===== src/mmm_regs.svh =====
// Register offsets, field positions, reset values and counts of the management master.
// Included by bare name from the design files; definitions only.
`ifndef MMM_REGS_SVH
`define MMM_REGS_SVH

`define MMM_EVENT_OFS 16'h3004
`define MMM_ENABLE_OFS 16'h3008
`define MMM_FRAME_OFS 16'h3040
`define MMM_DIVCTL_OFS 16'h3044
`define MMM_STATUS_OFS 16'h3048
`define MMM_ADR_HI 13
`define MMM_ADR_LO 2
`define MMM_MIN_ADR_W 14

`define MMM_FRAME_MSB 31
`define MMM_OP_MSB 29
`define MMM_HDR_HI 31
`define MMM_HDR_LO 16
`define MMM_DATA_HI 15
`define MMM_DATA_LO 0

`define MMM_SKIP_BIT 7
`define MMM_DIV_HI 6
`define MMM_DIV_LO 1
`define MMM_DIVCTL_MASK 8'hfe
`define MMM_DIVCTL_RST 8'h00
`define MMM_DIV_ZERO 6'h00
`define MMM_DIV_ONE 6'h01

`define MMM_DONE_BIT 23
`define MMM_DONE_LANE 2
`define MMM_BUSY_BIT 0
`define MMM_PEND_BIT 1

`define MMM_BIT_ZERO 5'h00
`define MMM_BIT_ONE 5'h01
`define MMM_BIT_LAST 5'h1f
`define MMM_TA2_IDX 5'h0f
`define MMM_DATA_IDX 5'h10

`endif


===== src/mmm_pkg.sv =====
// Types shared by the management master and its clock generator.
// Constants live in mmm_regs.svh.
package mmm_pkg;

  typedef enum logic [2:0] {
    MMM_IDLE,
    MMM_ARM,
    MMM_PRE,
    MMM_SHIFT,
    MMM_END
  } mmm_state_t;

  typedef struct packed {
    logic rise;
    logic fall;
  } mmm_mdc_evt_t;

endpackage


===== src/mmm_mdc_gen.sv =====
// Management clock divider: half period of N bus clocks, stopped low at N = 0.
// Assumes one bus clock domain and a clock enable that freezes it.
`timescale 1ns/1ps
`include "mmm_regs.svh"

module mmm_mdc_gen (
  input wire logic clk_i,
  input wire logic rst_i,
  input wire logic ce_i,
  input wire logic [5:0] div_i,
  output logic mdc_o,
  output mmm_pkg::mmm_mdc_evt_t evt_o
);

  logic [5:0] div_reg;
  logic [5:0] cnt_reg;

  always_ff @(posedge clk_i) begin
    if (rst_i) begin
      div_reg <= `MMM_DIV_ZERO;
      cnt_reg <= `MMM_DIV_ZERO;
      mdc_o <= 1'b0;
      evt_o <= '0;
    end else if (ce_i) begin
      evt_o <= '0;
      if (div_reg == `MMM_DIV_ZERO) begin
        // Stopped and low; pick up a new divider at once
        mdc_o <= 1'b0;
        cnt_reg <= `MMM_DIV_ZERO;
        div_reg <= div_i;
      end else if (cnt_reg == div_reg - `MMM_DIV_ONE) begin
        // New divider only at an edge keeps each half period whole
        cnt_reg <= `MMM_DIV_ZERO;
        div_reg <= div_i;
        mdc_o <= ~mdc_o & (div_i != `MMM_DIV_ZERO);
        evt_o.rise <= ~mdc_o & (div_i != `MMM_DIV_ZERO);
        evt_o.fall <= mdc_o;
      end else begin
        cnt_reg <= cnt_reg + `MMM_DIV_ONE;
      end
    end
  end
endmodule


===== src/mmm_top.sv =====
// Management frame master with classic Wishbone register slave.
// Assumes synchronous inputs, one clock, and a PHY answering on the data line.
//
// Summary of operation
// Software loads start field with 01.
// Software sets operation 10 read, 01 write.
// Operation upper bit picks read or write.
// PHY select taken from bits 4 to 8.
// PHY register select from bits 9 to 13.
// Software sets turnaround field to 10.
// Data field carries write or read data.
// Frame write starts preamble then shifting.
// Frame register rotates while shifting.
// Write frame ends restored, event raised.
// Read frame ends with PHY data, event.
// Software avoids writes during a frame.
// Preamble skip drops the 32 ones.
// Divider zero stops clock low.
// Clock is bus clock over 2N.
// Software keeps management clock under 2.5 MHz.
// No frame while divider is zero.
// Software may zero divider after frames.
// Even duty, divider change at edges.
// Pending frame launches on nonzero divider.
// Interrupt when flag and enable; W1C.
// Frame register has no reset value.
// MSB first, read releases at second turnaround.
`timescale 1ns/1ps
`include "mmm_regs.svh"

module mmm_top #(
  parameter int ADDR_W = 16
) (
  input wire logic clk_i,
  input wire logic rst_i,
  input wire logic ce_i,
  input wire logic wb_cyc_i,
  input wire logic wb_stb_i,
  input wire logic wb_we_i,
  input wire logic [3:0] wb_sel_i,
  input wire logic [ADDR_W-1:0] wb_adr_i,
  input wire logic [31:0] wb_dat_i,
  output logic [31:0] wb_dat_o,
  output logic wb_ack_o,
  output logic mdc_o,
  input wire logic mdio_i,
  output logic mdio_o,
  output logic mdio_oe_o,
  output logic irq_o
);

  generate
    if (ADDR_W < `MMM_MIN_ADR_W) begin : g_bad_adr
      $error("ADDR_W too small for the register map");
    end
  endgenerate

  function automatic logic hit(input logic [ADDR_W-1:0] adr, input logic [15:0] ofs);
    hit = adr[`MMM_ADR_HI:`MMM_ADR_LO] == ofs[`MMM_ADR_HI:`MMM_ADR_LO];
  endfunction

  function automatic logic [31:0] merge(input logic [31:0] old, input logic [31:0] nw, input logic [3:0] sel);
    logic [31:0] res;
    res = old;
    for (int i = 0; i < 4; i++) begin
      if (sel[i]) begin
        res[i*8 +: 8] = nw[i*8 +: 8];
      end
    end
    merge = res;
  endfunction

  mmm_pkg::mmm_state_t state_reg;
  mmm_pkg::mmm_mdc_evt_t mdc_evt;
  logic [31:0] frame_reg;
  logic [7:0] divctl_reg;
  logic [4:0] bit_reg;
  logic rd_reg;
  logic pend_reg;
  logic done_reg;
  logic flag_reg;
  logic enable_reg;
  logic req;
  logic wr_take;
  logic launch;
  logic [5:0] div_field;
  logic rx_phase;
  logic [31:0] rd_mux;

  assign req = wb_cyc_i & wb_stb_i;
  // Writes land on the edge where the master sees ack
  assign wr_take = req & wb_we_i & wb_ack_o;
  assign div_field = divctl_reg[`MMM_DIV_HI:`MMM_DIV_LO];
  assign launch = (state_reg == mmm_pkg::MMM_IDLE) & pend_reg & (div_field != `MMM_DIV_ZERO);
  assign rx_phase = rd_reg & (bit_reg >= `MMM_DATA_IDX);

  mmm_mdc_gen u_mdc (
    .clk_i(clk_i),
    .rst_i(rst_i),
    .ce_i(ce_i),
    .div_i(div_field),
    .mdc_o(mdc_o),
    .evt_o(mdc_evt)
  );

  always_comb begin
    rd_mux = 32'h00000000;
    if (hit(wb_adr_i, `MMM_FRAME_OFS)) begin
      rd_mux = frame_reg;
    end else if (hit(wb_adr_i, `MMM_DIVCTL_OFS)) begin
      rd_mux[7:0] = divctl_reg;
    end else if (hit(wb_adr_i, `MMM_EVENT_OFS)) begin
      rd_mux[`MMM_DONE_BIT] = flag_reg;
    end else if (hit(wb_adr_i, `MMM_ENABLE_OFS)) begin
      rd_mux[`MMM_DONE_BIT] = enable_reg;
    end else if (hit(wb_adr_i, `MMM_STATUS_OFS)) begin
      rd_mux[`MMM_BUSY_BIT] = state_reg != mmm_pkg::MMM_IDLE;
      rd_mux[`MMM_PEND_BIT] = pend_reg;
    end
  end

  // Bus answer: ack one cycle after the request, unmapped reads give zero
  always_ff @(posedge clk_i) begin
    if (rst_i) begin
      wb_ack_o <= 1'b0;
      wb_dat_o <= 32'h00000000;
    end else if (ce_i) begin
      wb_ack_o <= req & ~wb_ack_o;
      if (req & ~wb_ack_o) begin
        wb_dat_o <= rd_mux;
      end
    end
  end

  always_ff @(posedge clk_i) begin
    if (rst_i) begin
      divctl_reg <= `MMM_DIVCTL_RST;
    end else if (ce_i && wr_take && hit(wb_adr_i, `MMM_DIVCTL_OFS) && wb_sel_i[0]) begin
      divctl_reg <= wb_dat_i[7:0] & `MMM_DIVCTL_MASK;
    end
  end

  // No reset here: software must program the frame first
  always_ff @(posedge clk_i) begin
    if (ce_i) begin
      if (wr_take && hit(wb_adr_i, `MMM_FRAME_OFS)) begin
        frame_reg <= merge(frame_reg, wb_dat_i, wb_sel_i);
      end else if (state_reg == mmm_pkg::MMM_SHIFT && mdc_evt.rise) begin
        // Rotation restores the header; read data replaces the low half
        frame_reg <= {frame_reg[30:0], rx_phase ? mdio_i : frame_reg[`MMM_FRAME_MSB]};
      end
    end
  end

  // A write while stopped waits here for a nonzero divider
  always_ff @(posedge clk_i) begin
    if (rst_i) begin
      pend_reg <= 1'b0;
    end else if (ce_i) begin
      if (wr_take && hit(wb_adr_i, `MMM_FRAME_OFS)) begin
        pend_reg <= 1'b1;
      end else if (launch) begin
        pend_reg <= 1'b0;
      end
    end
  end

  // Frame engine: drive on the falling edge, sample on the rising one
  always_ff @(posedge clk_i) begin
    if (rst_i) begin
      state_reg <= mmm_pkg::MMM_IDLE;
      bit_reg <= `MMM_BIT_ZERO;
      rd_reg <= 1'b0;
      mdio_o <= 1'b0;
      mdio_oe_o <= 1'b0;
      done_reg <= 1'b0;
    end else if (ce_i) begin
      done_reg <= 1'b0;
      unique case (state_reg)
        mmm_pkg::MMM_IDLE: begin
          if (launch) begin
            state_reg <= mmm_pkg::MMM_ARM;
            rd_reg <= frame_reg[`MMM_OP_MSB];
            bit_reg <= `MMM_BIT_ZERO;
          end
        end
        mmm_pkg::MMM_ARM: begin
          if (mdc_evt.fall) begin
            mdio_oe_o <= 1'b1;
            if (divctl_reg[`MMM_SKIP_BIT]) begin
              state_reg <= mmm_pkg::MMM_SHIFT;
              mdio_o <= frame_reg[`MMM_FRAME_MSB];
            end else begin
              state_reg <= mmm_pkg::MMM_PRE;
              mdio_o <= 1'b1;
            end
          end
        end
        mmm_pkg::MMM_PRE: begin
          if (mdc_evt.rise) begin
            if (bit_reg == `MMM_BIT_LAST) begin
              state_reg <= mmm_pkg::MMM_SHIFT;
              bit_reg <= `MMM_BIT_ZERO;
            end else begin
              bit_reg <= bit_reg + `MMM_BIT_ONE;
            end
          end
        end
        mmm_pkg::MMM_SHIFT: begin
          if (mdc_evt.rise) begin
            if (bit_reg == `MMM_BIT_LAST) begin
              state_reg <= mmm_pkg::MMM_END;
            end else begin
              bit_reg <= bit_reg + `MMM_BIT_ONE;
            end
          end else if (mdc_evt.fall) begin
            mdio_o <= frame_reg[`MMM_FRAME_MSB];
            mdio_oe_o <= ~(rd_reg & (bit_reg >= `MMM_TA2_IDX));
          end
        end
        mmm_pkg::MMM_END: begin
          // Hold the last bit through its rising edge, release on the fall
          if (mdc_evt.fall) begin
            state_reg <= mmm_pkg::MMM_IDLE;
            mdio_o <= 1'b0;
            mdio_oe_o <= 1'b0;
            done_reg <= 1'b1;
          end
        end
      endcase
    end
  end

  // Completion flag: a new event beats a clear in the same cycle
  always_ff @(posedge clk_i) begin
    if (rst_i) begin
      flag_reg <= 1'b0;
    end else if (ce_i) begin
      if (done_reg) begin
        flag_reg <= 1'b1;
      end else if (wr_take && hit(wb_adr_i, `MMM_EVENT_OFS) && wb_sel_i[`MMM_DONE_LANE]
                   && wb_dat_i[`MMM_DONE_BIT]) begin
        flag_reg <= 1'b0;
      end
    end
  end

  always_ff @(posedge clk_i) begin
    if (rst_i) begin
      enable_reg <= 1'b0;
      irq_o <= 1'b0;
    end else if (ce_i) begin
      if (wr_take && hit(wb_adr_i, `MMM_ENABLE_OFS) && wb_sel_i[`MMM_DONE_LANE]) begin
        enable_reg <= wb_dat_i[`MMM_DONE_BIT];
      end
      irq_o <= flag_reg & enable_reg;
    end
  end

  // Checking aids: frame as launched, and whether software touched it since
  logic [31:0] orig_reg;
  logic touched_reg;
  always_ff @(posedge clk_i) begin
    if (rst_i) begin
      orig_reg <= 32'h00000000;
      touched_reg <= 1'b0;
    end else if (ce_i) begin
      if (launch) begin
        orig_reg <= frame_reg;
        touched_reg <= 1'b0;
      end else if (wr_take && hit(wb_adr_i, `MMM_FRAME_OFS)) begin
        touched_reg <= 1'b1;
      end
    end
  end
endmodule


===== config.mk =====
export PLATFORM = sky130hd
export DESIGN_NAME = mmm_top
export DESIGN_NICKNAME = d
export VERILOG_FILES = /design/src/mmm_pkg.sv /design/src/mmm_mdc_gen.sv /design/src/mmm_top.sv
export VERILOG_INCLUDE_DIRS = /design/src
export SDC_FILE = /design/constraint.sdc
export NUM_CORES = 1
export LEC_CHECK = 0
export BUFFER_PORTS_ARGS = -buffer_cell sky130_fd_sc_hd__buf_2
export CAP_MARGIN = 10
export CORE_UTILIZATION = 47
export DETAILED_ROUTE_END_ITERATION = 10
export PLACE_DENSITY_LB_ADDON = 0.25
export SLEW_MARGIN = 40
export SYNTH_ARGS = -nofsm -noshare
export SYNTH_HDL_FRONTEND = slang
export SYNTH_SLANG_ARGS = --single-unit

===== constraint.sdc =====
create_clock -name clk_i -period 4.5 [get_ports clk_i]
set_input_delay 0.675 -clock clk_i [delete_from_list [all_inputs] [get_ports clk_i]]
set_output_delay 0.675 -clock clk_i [all_outputs]
set_load 0.05 [all_outputs]

==> out/metrics.yaml <==
grt_util_all_layers: 0.2251
p_per_area_nw_per_um2: 310.4
route.detailed.wl_per_inst_um: 15.48
reg2regPathDepth: 7
synth-main-ff-cell: "dfxtp_1"
numCtsBuffers: 9
ys_warn_count: 0
dp_hpwl_mm: 8.234
max_clock_freq_mhz: 409.0
slowest_delay_ns: 0.85
hold_path.class: "flip-flop to flip-flop"
setup_ws_ns: 2.055
end_kind: "flip-flop"
synth.most_common_cell: "nand2_1"
crit_slowest_cell: "or3_2"
final_max_slew_viol_count: 0
synthesis.nets: 624
grt_max_degree: 71
start_util: 0.4922
syn2layout_area_growth_pct: 14.91
floorplan.die.width_um: 104.1
fin_skew_ns: 0.01995
post-synth-top-area-cell: "dfxtp_1"
tightest_slew_ns: 0.7750
finalHoldViolCount: 0
synth_cell_types: 66
antenna_found_initial: 0
die_y_um: 104.1
synth.area.top_cells: "dfxtp_1 (29%), edfxtp_1 (20%), nand2_1 (11%)"
grt_first_pass_wirelength_mm: 19.82
cts_buffer_depth: 2
synth-edff-count: 32
rsz0062_at_grt: "no"
r2r_setup_slack_ns: 2.21
tns_ns: 0
via_per_inst: 5.665
insertedDiodeCount: 0
grt_pass1_vias: 4093
cp_max_fo: 32
reg2reg_from: "u_mdc.div_reg[0]"
power.total_mw: 1.748
layout_min_cycle_time_ns: 2.445
cts_root_buf: "clkbuf_8"
path_class: "input pin to flip-flop"
crit_path_start: "ce_i"
critPathArrivalTime_ns: 2.69
path_cells: "buf_2, inv_2, or3_2, a221oi_1, nor3_1"
finalSetupViolCount: 0
yosysSeqAreaShare: 0.4862
synth-seq-cells: 103
cts_resized: 0
gp_congestion: 0.8517
overflow: 0
core-area_um2: 9955
first_pass_iters: 5
critPathBufInv: 2
peakVddDrop_uv: 215.1
synth_top_area_frac: 0.2901
clk_pin_slew_worst_paths_ns: 0.11
port_buffers: 91
crit_family: "simple AND/OR/NAND/NOR gates"
vias: 4351
max-slew-margin-rel: 0.4794
dieArea_um2: 10840
drive_above_1_share: 0.2094
drv_cap: 0
syn_avg_cell_area_um2: 8.749
p_leak_nw: 2.242
cp-start-kind: "input pin"
drtAntennaViolNets: 0
cts_max_level: 3
status: "finished clean"
finalCritPeriodShare: 0.5434
drc: 0
post_cts_buffers: 0
clock-sinks: 103
timing.rr.end: "u_mdc.cnt_reg[5]"
num_rows: 36
clock_latency_ns: 0.38
cts_hold_buffers: 0
crit_end: "wb_dat_o[4]"
crit_cells: 5
cts_tree: "yes"
finalWirelength_mm: 11.89
syn_area_um2: 4900
drtIter0Drc: 226
crit_required_ns: 4.74
hold_ws_ns: 0.4541
syn-instance-count: 560
nNetsFinal: 694
n_fill_cell: 888
async_reset_ff_frac: 0
io_pins: 96
ff_latch_area_um2: 2382
yosys-top-cells-count: "nand2_1 (142), dfxtp_1 (71), a21oi_1 (47)"
pre_cts_ws_ns: 1.626
min-delay-start: "wb_dat_o[27]"
multi_input_area_um2: 2315
-- area by class of cell --
class | instances | area share
repair buffers | 95 | 0.08622
clock buffers | 9 | 0.02200
flip-flops and latches | 103 | 0.4231
multi-input cells | 405 | 0.4111
clock inverters | 7 | 0.01733
well taps | 133 | 0.02956
inverters | 16 | 0.01067
-- metal layers --
layer / GRT usage / part of all wire / vias to the layer above
li1: - / - / 2111
met1: 0.3081 / 0.46 / 2063
met2: 0.3600 / 0.46 / 159
met3: 0.03509 / 0.056 / 18
met4: 0.08163 / 0.016 / 0
met5: 0 / 0 / -
-- logic make-up after synthesis --
logic type | synth area share
xor gates and xnor gates | 0.01609
adders and majority gates | 0.01277
buffers and inverters | 0.04316
and+or+nand+nor | 0.2612
muxes | 0.02885
AOI/OAI and AO/OA | 0.1517
DFF | 0.4862
-- worst reg2reg max path, stage by stage, from the launching register on --
cell,delay [ns]
dfxtp_1,0.47
inv_1,0.08
ha_1,0.24
and2_1,0.18
o21ai_0,0.18
nand4b_1,0.26
o21ai_0,0.60
a211oi_1,0.15
-- where the power goes --
part           internal, mW  leakage, nW  total (mW)  switching (mW)
clock                 0.277        0.113       0.641           0.364
sequential            0.958        0.860       0.968          0.0104
combinational        0.0493         1.27       0.139          0.0897
-- placed cells by master, fill, tap and decap left out, types with 4 or more instances in the layout --
| cell | count |
|---|---|
| a21o_1 | 4 |
| mux2i_1 | 13 |
| xnor2_1 | 6 |
| clkbuf_8 | 9 |
| and3_1 | 5 |
| a21oi_1 | 47 |
| a211oi_1 | 4 |
| inv_1 | 14 |
| o21ai_0 | 5 |
| nand3_1 | 41 |
| nor3_1 | 14 |
| nand2_1 | 141 |
| or3_1 | 4 |
| buf_2 | 91 |
| a221oi_1 | 8 |
| ha_1 | 5 |
| edfxtp_1 | 32 |
| dfxtp_1 | 71 |
| buf_4 | 4 |
| nor2_1 | 36 |
-- worst min-delay path by stage --
stage | end | slack (ns) | depth (start not counted)
floorplan | done_reg | 0.44 | 2
detailed placement | wb_dat_o[20] | 0.44 | 2
CTS | wb_dat_o[27] | 0.46 | 2
global placement | wb_dat_o[27] | 0.43 | 2
global route | wb_dat_o[8] | 0.47 | 2
finish | wb_dat_o[27] | 0.45 | 2
-- per-stage QoR --
| stage | area, um^2 | std cells | utilization |
|---|---|---|---|
| floorplan | 4900 | 560 | - |
| global placement | 5405 | 752 | 0.5430 |
| detailed placement | 5409 | 752 | 0.5434 |
| CTS | 5630 | 768 | 0.5656 |
| global route | 5630 | 768 | 0.5656 |
| finish | 5630 | 768 | 0.5656 |
(Power assumes the default switching activity.)
